--- src/uart_regs.vh ---
`ifndef UART_REGS_VH
`define UART_REGS_VH
// Byte offsets of the registers.
`define OFF_DATA    5'h00
`define OFF_LINE    5'h04
`define OFF_FIFO    5'h08
`define OFF_STATUS  5'h0C
`define OFF_IRQ     5'h10
`define OFF_BAUD    5'h14
`define OFF_FUNC    5'h18
`define OFF_MODEM   5'h1C
// Field positions.
`define FCR_RX_RST   1
`define FCR_TX_RST   2
`define FCR_RXTRG_HI 7
`define FCR_RXTRG_LO 4
`define FCR_RTS_HI   19
`define FCR_RTS_LO   16
`define FUN_LIN      0
`define FUN_IRDA     1
`define BAUD_X_HI    27
`define BAUD_X_LO    24
`define BAUD_X_ONE   28
`define BAUD_X_EN    29
// Reset values.
`define RST_LINE     5'h03
`define RST_BAUD     32'h0000_0000
`define RST_FIFO     8'h01
// Timing counts.
`define OVERSAMPLE   5'h10
`define BAUD_OFFSET  22'h00_0002
`define TOUT_BITS    6'h28
`define IRDA_MAX_BPS 115200
`endif

--- src/uart_channel.v ---
// Behaviour
// (RQ1) Seven interrupt sources per channel
// (RQ2) Line status from overrun, parity, framing, break
// (RQ3) Channel zero: 64-byte transmit and receive FIFOs
// (RQ4) Channels one, two: 16-byte FIFOs
// (RQ5) Status readable anytime, four receive errors
// (RQ6) No divider X: clock over 16*(divisor+2)
// (RQ7) Divider X: clock over (X+1)*(divisor+2)
// (RQ8) Divide-by-one: clock over (divisor+2)
// (RQ9) Flow control only on channels zero, one
// (RQ10) Auto flow: receive only while request asserted
// (RQ11) Deassert request when count reaches trigger
// (RQ12) Auto flow: transmit only while clear asserted
// (RQ13) Function bit 1 selects infrared coding
// (RQ14) Infrared frame: start, eight data, stop
// (RQ15) Infrared rates up to 115.2 kbit/s
// (RQ16) Infrared is half duplex
// (RQ17) Software keeps 10 ms infrared turnaround
// (RQ18) Function LIN bit selects LIN mode
// (RQ19) LIN character: start, eight data, stop
// (RQ20) Otherwise five to eight data bits
// (RQ21) Even, odd or no parity
// (RQ22) One, one and half, two stop bits
// (RQ23) False start bits are discarded
//
// Local design decisions: the address map and the Avalon-MM interface to the registers.
`timescale 1ns/1ps
`default_nettype none
`include "uart_regs.vh"
module uart_channel #(
  parameter CHANNEL = 0
) (
  // Clock and reset
  input  wire        clk_sys,
  input  wire        reset,
  // Avalon-MM slave
  input  wire [4:0]  address,
  input  wire        read,
  input  wire        write,
  input  wire [31:0] writedata,
  output reg  [31:0] readdata,
  output reg         waitrequest,
  // Serial pins
  input  wire        rxd,
  output reg         txd,
  input  wire        cts_n,
  output reg         rts_n
);
  localparam AW = (CHANNEL == 0) ? 6 : 4;
  localparam [6:0] DEPTH = (CHANNEL == 0) ? 7'h40 : 7'h10; // RQ3 RQ4
  localparam FLOW = (CHANNEL < 2) ? 1'b1 : 1'b0; // RQ9
  localparam S_IDLE = 3'd0, S_START = 3'd1, S_DATA = 3'd2,
             S_PAR = 3'd3, S_STOP = 3'd4, S_BRK = 3'd5;

  reg  [4:0]  line_reg;
  reg  [7:0]  fifo_reg;
  reg  [31:0] baud_reg;
  reg  [1:0]  func_reg;
  reg  [1:0]  modem_reg;
  reg  [7:0]  rx_mem [0:DEPTH-1];
  reg  [7:0]  tx_mem [0:DEPTH-1];
  reg  [6:0]  rx_wp, rx_rp, tx_wp, tx_rp;
  reg         oe_reg, pe_reg, fe_reg, bi_reg, buf_reg, lin_reg, dcts_reg;
  reg         tout_reg;
  reg         rxd_s1, rxd_s2, cts_s1, cts_s2, cts_d;
  reg  [2:0]  tx_st, rx_st;
  reg  [21:0] tx_cnt, rx_cnt, irda_cnt, tout_cnt;
  reg  [5:0]  tout_bits;
  reg  [2:0]  tx_idx, rx_idx;
  reg  [7:0]  tx_sh, rx_sh;
  reg         tx_half, rx_par;

  wire        acc_w = write & ~waitrequest;
  wire        acc_r = read & ~waitrequest;
  wire        wr_data = acc_w && address == `OFF_DATA;
  wire        rd_data = acc_r && address == `OFF_DATA;
  wire        fixed8 = func_reg[`FUN_LIN] | func_reg[`FUN_IRDA]; // RQ14 RQ19
  wire [2:0]  last_bit = fixed8 ? 3'd7 : {1'b1, line_reg[1:0]}; // RQ20
  wire        par_en = line_reg[3] & ~fixed8; // RQ21
  wire        stop2 = line_reg[2] & ~fixed8;
  wire [6:0]  rx_cnt_f = rx_wp - rx_rp;
  wire [6:0]  tx_cnt_f = tx_wp - tx_rp;
  wire        rx_empty = rx_cnt_f == 7'h00;
  wire        rx_full = rx_cnt_f == DEPTH;
  wire        tx_empty = tx_cnt_f == 7'h00;
  wire        tx_full = tx_cnt_f == DEPTH;

  // Bit period in clk_sys cycles, clk_sys being the baud source.
  wire [21:0] div2 = {6'h00, baud_reg[15:0]} + `BAUD_OFFSET;
  wire [4:0]  xp1 = {1'b0, baud_reg[`BAUD_X_HI:`BAUD_X_LO]} + 5'h01;
  wire [4:0]  mult = !baud_reg[`BAUD_X_EN] ? `OVERSAMPLE : // RQ6
                     baud_reg[`BAUD_X_ONE] ? 5'h01 : xp1; // RQ7 RQ8
  wire [26:0] prod = {5'h00, div2} * {22'h00_0000, mult};
  wire [21:0] bit_len = prod[21:0];
  wire [21:0] half_len = {1'b0, bit_len[21:1]};
  wire [25:0] p3 = {4'h0, bit_len} * 26'h000_0003;
  wire [21:0] pulse_len = p3[25:4];
  wire [21:0] stretch_len = half_len + {2'b00, bit_len[21:2]};

  // Receive line: infrared pulses are stretched into low bits.
  wire        irda = func_reg[`FUN_IRDA]; // RQ13
  wire        tx_busy = tx_st != S_IDLE;
  wire        ir_low = rxd_s2 | (irda_cnt != 22'h00_0000);
  wire        rx_line = !irda ? rxd_s2 :
                        tx_busy ? 1'b1 : ~ir_low; // RQ16
  wire        auto_rts = FLOW & modem_reg[0];
  wire        auto_cts = FLOW & modem_reg[1];
  wire        rx_allow = ~auto_rts | ~rts_n; // RQ10
  wire        cts_ok = ~auto_cts | ~cts_s2; // RQ12
  wire        tx_go = tx_st == S_IDLE && !tx_empty && cts_ok &&
                      !(irda && rx_st != S_IDLE); // RQ16
  wire        rx_push = rx_st == S_STOP && rx_cnt == 22'h00_0000;
  wire [7:0]  rx_byte = rx_sh >> (3'd7 - last_bit);
  wire        rx_brk = rx_push && rx_byte == 8'h00 && !rx_line &&
                       !(par_en && rx_par);

  wire        thre_irq = tx_empty;
  wire        rda_irq = !rx_empty &&
                        rx_cnt_f >= {3'b000, fifo_reg[3:0]};
  wire        rls_irq = oe_reg | pe_reg | fe_reg | bi_reg; // RQ2
  wire [6:0]  irq_src = {lin_reg, buf_reg, dcts_reg, tout_reg,
                         rls_irq, rda_irq, thre_irq}; // RQ1
  wire [31:0] status = {1'b0, tx_cnt_f, 1'b0, rx_cnt_f, 3'b000,
                        cts_s2, tx_busy, tout_reg, dcts_reg, lin_reg,
                        buf_reg, bi_reg, fe_reg, pe_reg, oe_reg,
                        tx_empty, tx_full, rx_empty}; // RQ5

  // Bus slave: one wait state, then the answer.
  always @(posedge clk_sys or posedge reset) begin
    if (reset) begin
      waitrequest <= 1'b1;
      readdata <= 32'h0000_0000;
    end else begin
      waitrequest <= ~((read | write) & waitrequest);
      if (read & waitrequest) begin
        case (address)
          `OFF_DATA:   readdata <= {24'h00_0000, rx_mem[rx_rp[AW-1:0]]};
          `OFF_LINE:   readdata <= {27'h000_0000, line_reg};
          `OFF_FIFO:   readdata <= {12'h000, fifo_reg[7:4], 8'h00,
                                    fifo_reg[3:0], 4'h0};
          `OFF_STATUS: readdata <= status;
          `OFF_IRQ:    readdata <= {25'h000_0000, irq_src};
          `OFF_BAUD:   readdata <= baud_reg;
          `OFF_FUNC:   readdata <= {30'h0000_0000, func_reg};
          `OFF_MODEM:  readdata <= {30'h0000_0000, modem_reg};
          default:     readdata <= 32'h0000_0000;
        endcase
      end
    end
  end

  // Control registers, FIFO pointers and sticky flags.
  always @(posedge clk_sys or posedge reset) begin
    if (reset) begin
      line_reg <= `RST_LINE;
      fifo_reg <= `RST_FIFO;
      baud_reg <= `RST_BAUD;
      func_reg <= 2'b00;
      modem_reg <= 2'b00;
      rx_wp <= 7'h00;
      rx_rp <= 7'h00;
      tx_wp <= 7'h00;
      tx_rp <= 7'h00;
      {oe_reg, pe_reg, fe_reg, bi_reg} <= 4'h0;
      {buf_reg, lin_reg, dcts_reg} <= 3'b000;
    end else begin
      if (acc_w && address == `OFF_LINE)
        line_reg <= writedata[4:0];
      if (acc_w && address == `OFF_FIFO)
        fifo_reg <= {writedata[`FCR_RTS_HI:`FCR_RTS_LO],
                     writedata[`FCR_RXTRG_HI:`FCR_RXTRG_LO]};
      if (acc_w && address == `OFF_BAUD)
        baud_reg <= writedata;
      if (acc_w && address == `OFF_FUNC)
        func_reg <= writedata[1:0]; // RQ13 RQ18
      if (acc_w && address == `OFF_MODEM)
        modem_reg <= writedata[1:0];
      if (acc_w && address == `OFF_STATUS) begin
        oe_reg <= oe_reg & ~writedata[3];
        pe_reg <= pe_reg & ~writedata[4];
        fe_reg <= fe_reg & ~writedata[5];
        bi_reg <= bi_reg & ~writedata[6];
        buf_reg <= buf_reg & ~writedata[7];
        lin_reg <= lin_reg & ~writedata[8];
        dcts_reg <= dcts_reg & ~writedata[9];
      end
      if (wr_data) begin
        if (tx_full)
          buf_reg <= 1'b1;
        else begin
          tx_mem[tx_wp[AW-1:0]] <= writedata[7:0];
          tx_wp <= tx_wp + 7'h01;
        end
      end
      if (tx_go)
        tx_rp <= tx_rp + 7'h01;
      if (rd_data && !rx_empty)
        rx_rp <= rx_rp + 7'h01;
      if (rx_push) begin
        if (rx_full) begin
          oe_reg <= 1'b1; // RQ2
          buf_reg <= 1'b1;
        end else begin
          rx_mem[rx_wp[AW-1:0]] <= rx_byte;
          rx_wp <= rx_wp + 7'h01;
        end
        if (par_en && (^rx_byte ^ rx_par ^ ~line_reg[4]))
          pe_reg <= 1'b1; // RQ21
        if (!rx_line)
          fe_reg <= 1'b1;
        if (rx_brk)
          bi_reg <= 1'b1;
        if (rx_brk && func_reg[`FUN_LIN])
          lin_reg <= 1'b1; // RQ1
      end
      if (FLOW && cts_s2 != cts_d)
        dcts_reg <= 1'b1;
      if (acc_w && address == `OFF_FIFO && writedata[`FCR_RX_RST])
        rx_rp <= rx_wp;
      if (acc_w && address == `OFF_FIFO && writedata[`FCR_TX_RST])
        tx_rp <= tx_wp;
    end
  end

  // Pin synchronisers and request-to-send.
  always @(posedge clk_sys or posedge reset) begin
    if (reset) begin
      {rxd_s1, rxd_s2, cts_s1, cts_s2, cts_d} <= 5'h1F;
      rts_n <= 1'b1;
      irda_cnt <= 22'h00_0000;
    end else begin
      rxd_s1 <= rxd;
      rxd_s2 <= rxd_s1;
      cts_s1 <= cts_n;
      cts_s2 <= cts_s1;
      cts_d <= cts_s2;
      if (!FLOW)
        rts_n <= 1'b1;
      else if (auto_rts)
        rts_n <= rx_cnt_f >= {3'b000, fifo_reg[7:4]}; // RQ11
      else
        rts_n <= 1'b0;
      if (irda && rxd_s2)
        irda_cnt <= stretch_len;
      else if (irda_cnt != 22'h00_0000)
        irda_cnt <= irda_cnt - 22'h00_0001;
    end
  end

  // Transmitter.
  always @(posedge clk_sys or posedge reset) begin
    if (reset) begin
      tx_st <= S_IDLE;
      tx_cnt <= 22'h00_0000;
      tx_idx <= 3'd0;
      tx_sh <= 8'h00;
      tx_half <= 1'b0;
      txd <= 1'b1;
    end else begin
      if (tx_cnt != 22'h00_0000)
        tx_cnt <= tx_cnt - 22'h00_0001;
      case (tx_st)
        S_IDLE: begin
          if (tx_go) begin
            tx_sh <= tx_mem[tx_rp[AW-1:0]];
            tx_st <= S_START;
            tx_cnt <= bit_len - 22'h00_0001;
            tx_idx <= 3'd0;
            tx_half <= 1'b0;
          end
        end
        S_START: begin
          if (tx_cnt == 22'h00_0000) begin
            tx_st <= S_DATA;
            tx_cnt <= bit_len - 22'h00_0001;
          end
        end
        S_DATA: begin
          if (tx_cnt == 22'h00_0000) begin
            tx_cnt <= bit_len - 22'h00_0001;
            tx_idx <= tx_idx + 3'd1;
            if (tx_idx == last_bit)
              tx_st <= par_en ? S_PAR : S_STOP;
          end
        end
        S_PAR: begin
          if (tx_cnt == 22'h00_0000) begin
            tx_st <= S_STOP;
            tx_cnt <= bit_len - 22'h00_0001;
          end
        end
        S_STOP: begin
          if (tx_cnt == 22'h00_0000) begin
            if (stop2 && !tx_half) begin
              tx_half <= 1'b1;
              tx_cnt <= (last_bit == 3'd4 ? half_len : bit_len) -
                        22'h00_0001; // RQ22
            end else
              tx_st <= S_IDLE;
          end
        end
        default: tx_st <= S_IDLE;
      endcase
      if (irda)
        txd <= tx_level_low(tx_st, tx_sh[tx_idx], tx_par_bit(tx_sh)) &&
               (bit_len - tx_cnt) <= pulse_len; // RQ15
      else
        txd <= ~tx_level_low(tx_st, tx_sh[tx_idx], tx_par_bit(tx_sh));
    end
  end

  function tx_par_bit;
    input [7:0] d;
    begin
      tx_par_bit = ^(d & ~(8'hFF << ({1'b0, last_bit} + 4'd1))) ^
                   ~line_reg[4];
    end
  endfunction

  function tx_level_low;
    input [2:0] st;
    input       dbit;
    input       pbit;
    begin
      case (st)
        S_START: tx_level_low = 1'b1;
        S_DATA:  tx_level_low = ~dbit;
        S_PAR:   tx_level_low = ~pbit;
        default: tx_level_low = 1'b0;
      endcase
    end
  endfunction

  // Receiver and idle timeout.
  always @(posedge clk_sys or posedge reset) begin
    if (reset) begin
      rx_st <= S_IDLE;
      rx_cnt <= 22'h00_0000;
      rx_idx <= 3'd0;
      rx_sh <= 8'h00;
      rx_par <= 1'b0;
      tout_cnt <= 22'h00_0000;
      tout_bits <= 6'h00;
      tout_reg <= 1'b0;
    end else begin
      if (rx_cnt != 22'h00_0000)
        rx_cnt <= rx_cnt - 22'h00_0001;
      case (rx_st)
        S_IDLE: begin
          if (!rx_line && rx_allow) begin // RQ10
            rx_st <= S_START;
            rx_cnt <= half_len;
          end
        end
        S_START: begin
          if (rx_cnt == 22'h00_0000) begin
            if (rx_line)
              rx_st <= S_IDLE; // RQ23
            else begin
              rx_st <= S_DATA;
              rx_cnt <= bit_len - 22'h00_0001;
              rx_idx <= 3'd0;
              rx_sh <= 8'h00;
            end
          end
        end
        S_DATA: begin
          if (rx_cnt == 22'h00_0000) begin
            rx_sh <= {rx_line, rx_sh[7:1]};
            rx_idx <= rx_idx + 3'd1;
            rx_cnt <= bit_len - 22'h00_0001;
            if (rx_idx == last_bit)
              rx_st <= par_en ? S_PAR : S_STOP;
          end
        end
        S_PAR: begin
          if (rx_cnt == 22'h00_0000) begin
            rx_par <= rx_line;
            rx_st <= S_STOP;
            rx_cnt <= bit_len - 22'h00_0001;
          end
        end
        S_STOP: begin
          if (rx_cnt == 22'h00_0000) begin
            rx_par <= 1'b0;
            rx_st <= rx_line ? S_IDLE : S_BRK;
          end
        end
        S_BRK: begin
          if (rx_line)
            rx_st <= S_IDLE;
        end
        default: rx_st <= S_IDLE;
      endcase
      if (rx_st != S_IDLE || rx_empty || rd_data) begin
        tout_cnt <= 22'h00_0000;
        tout_bits <= 6'h00;
        tout_reg <= 1'b0;
      end else if (tout_bits == `TOUT_BITS)
        tout_reg <= 1'b1;
      else if (tout_cnt >= bit_len - 22'h00_0001) begin
        tout_cnt <= 22'h00_0000;
        tout_bits <= tout_bits + 6'h01;
      end else
        tout_cnt <= tout_cnt + 22'h00_0001;
    end
  end
endmodule
`default_nettype wire

--- config.mk ---
export PLATFORM = sky130hd
export DESIGN_NAME = uart_channel
export DESIGN_NICKNAME = d
export VERILOG_FILES = /design/src/uart_channel.v
export VERILOG_INCLUDE_DIRS = /design/src /design/src/src
export SDC_FILE = /design/constraint.sdc
export NUM_CORES = 2
export LEC_CHECK = 0
export BUFFER_PORTS_ARGS = -buffer_cell sky130_fd_sc_hd__buf_2
export CORE_MARGIN = 5
export CORE_UTILIZATION = 30
export DETAILED_ROUTE_END_ITERATION = 7
export SYNTH_ARGS = -nofsm -noshare
export SYNTH_HDL_FRONTEND = slang
export SYNTH_SLANG_ARGS = --single-unit
export TNS_END_PERCENT = 20
--- constraint.sdc ---
create_clock -name clk_sys -period 9.9 [get_ports clk_sys]
set_input_delay 1.98 -clock clk_sys [delete_from_list [all_inputs] [get_ports clk_sys]]
set_output_delay 1.98 -clock clk_sys [all_outputs]
set_load 0.1 [all_outputs]
==> flow_summary_export.csv <==
group,metric,value,unit
run_status,outcome,"complete, no violations",
placed_design,hpwl,103000,µm
power,peakVddDrop,0.202,mV
sta,drv_slew,0,
sta,min_period_over_period,88.8,%
route,wl,156000,µm
power,leakagePower,24.8,nW
sta,setup_viol,0,
setup_path,path_common_cell,"nor2_1",
yosys,ys_types,92,
sta,fin_tns_setup,0,ps
cts,clockBufferDepth,3,
global_routing,grt_max_degree,109,
floorplanning,die_h,462,µm
yosys,synth_edf_count,1024,
cts,htree_levels,4,
route,vias,36400,
sta,hold_viol,0,
layout,drive_above_1_share,18.1,%
setup_path,path_max_fanout,17,
cts,ctsResizeCount,0,
route,viasPerCell,5.13,
yosys,synth_flop_cell,"edfxtp_1",
yosys,synthesis.area,61300,µm²
sta,relSlewSlack,14.1,%
global_routing,grt_pass1_wl,236000,µm
cts,ctsRootBufferMaster,"clkbuf_16",
placed_design,place_ws,1240,ps
route,dr.pass1.iters,5,
layout,final_common_cell,"edfxtp_1",
yosys,yosysSeqAreaShare,60.3,%
layout,layout_common_cells,"edfxtp_1, nor2_1, mux4_2",
flow_run,maxCapViolCount,0,
cts,clk_latency,770,ps
cts,numClockSinks,1273,
yosys,synth.area.top_cells,"edfxtp_1, mux4_2, dfrtp_1",
cts,clk_pin_slew,60,ps
yosys,yosys.area.top_type_share,50.2,%
setup_path,cpPeakStageDelay,510,ps
sta,rsz0062_at_grt,"false",
setup_path,arrival,9440,ps
sta,worst_slack,1110,ps
global_routing,antenna_found_initial,7,
route,drcViolationCount,0,
yosys,syn_nets,4490,
cts,cts_hold_buffers,0,
setup_path,startpoint_type,"register",
worst_hold_path,hold_path_class,"reg -> reg",
route,drt-wirelength-per-cell,22.0,µm
yosys,syn_area_per_cell,14.6,µm²
sta,fmax,0.114,GHz
route,drtIter0Drc,2974,
yosys,synth_cells,4211,
sta,worstMarginPinSlew,1290,ps
placed_design,portBuffers,77,
setup_path,path_class,"reg -> reg",
setup_path,worstRegToRegCells,35,
floorplanning,rows,166,
layout,nFillCells,19700,
floorplanning,num_io_pins,78,
worst_hold_path,hold_depth,0,
setup_path,cpMaxStageDelayCell,"dfrtp_1",
setup_path,required,10540,ps
yosys,synthArstFlopShare,19.6,%
yosys,synth_warnings,0,
floorplanning,chipWidth,462,µm
cts,cts_tree,"done",
global_routing,grt_pass1_vias,36900,
setup_path,end_kind,"register",
yosys,yosys.area.top_type,"edfxtp_1",
placed_design,place_congestion,0.881,
yosys,synth-seq-cells,1273,
sta,skew,56.2,ps
cts,post_cts_buffers,0,
sta,fin_crit,8790,ps
floorplanning,dieArea,214000,µm²
route,drtAntennaViolNets,0,
global_routing,grtUsageTotal,14.4,%
layout,nets,4572,
layout,area_growth,13.0,%
power,power.density,240,nW/µm²
global_routing,overflow,0,
floorplanning,fp.coreArea,204000,µm²
cts,numCtsBuffers,135,
floorplanning,start_util,30.1,%
==> path summary, 6_finish.rpt <==
kind / startpoint / end / slack [ps]
max reg2reg: baud_reg[1] / tout_cnt[15] / 1110
max: baud_reg[1] / tout_cnt[15] / 1110
min: rxd_s1 / rxd_s2 / 360
min in group asynchronous: reset / tx_rp[0] / 1470
min reg2reg: rxd_s1 / rxd_s2 / 360
max in group asynchronous: reset / rx_rp[1] / 6890
==> cells by family after synthesis <==
kind of cell             after synthesis  share of synthesized area (%)
XOR/XNOR                             229                           3.28
adder cells (fa/ha/maj)              236                           5.42
buffers and inverters                366                           2.29
AND/OR/NAND/NOR                     1055                           8.24
flip-flops                          1273                           60.3
multiplexers                         412                           13.7
AO/OA/AOI/OAI                        640                           6.70
==> per-stage QoR <==
step	std cells	hold WS (ps)	cell area (µm²)	utilization, %	total power (W)
6_report	7090	359	69300	34.0	0.0166
4_1_cts	7085	362	69300	34.0	0.0167
2_1_floorplan	4211	345	61300	-	0.0101
3_3_place_gp	6844	347	64900	31.8	0.0116
3_5_place_dp	6844	349	64900	31.8	0.0116
5_1_grt	7089	363	69300	34.0	0.0174
==> layout make-up <==
| class | count | area [µm²] | share of cell area [%] |
|---|---|---|---|
| Clock inverter | 67 | 846 | 1.22 |
| Tap cell | 2688 | 3360 | 4.85 |
| Inverter | 171 | 649 | 0.937 |
| Antenna cell | 5 | 12.5 | 0.0181 |
| Clock buffer | 174 | 3590 | 5.18 |
| Multi-Input combinational cell | 2572 | 23000 | 33.2 |
| Sequential cell | 1273 | 37000 | 53.4 |
| Timing Repair Buffer | 140 | 858 | 1.24 |
==> power breakdown <==
| part | leakage (nW) | total [W] | switching, W | internal, W |
|---|---|---|---|---|
| clock | 2.14 | 0.00507 | 0.00219 | 0.00289 |
| combinational | 9.47 | 0.00515 | 0.00289 | 0.00225 |
| sequential | 13.2 | 0.00640 | 0.000389 | 0.00601 |
==> Yosys cell counts, drive strengths merged, types with 44 or more instances <==
cell,instances
edfxtp,1024
xnor2,152
nor3,72
nand4,53
buf,69
a21oi,159
nand3,77
ha,187
clkbuf,126
inv,170
xor2,77
mux4,338
nand2,253
nor2,377
o21ai,183
mux2,55
a21o,44
fa,49
dfrtp,238
==> critical path, delay by kind of cell, from the launching register on <==
kind	cells	cell delay, ps
buffers and inverters	5	540
and+or+nand+nor	13	2430
DFF	1	510
AOI/OAI and AO/OA	8	1810
adders and majority gates	7	2680
xor gates and xnor gates	2	670
==> per-layer routing <==
layer	track usage, %	up-vias	wire length, µm
met2	24.3	978	77600
met5	0	-	0
met1	19.4	18800	67100
met4	4.39	0	4350
li1	-	16400	-
met3	1.98	239	7260
Power figures use the tool's default switching activity.
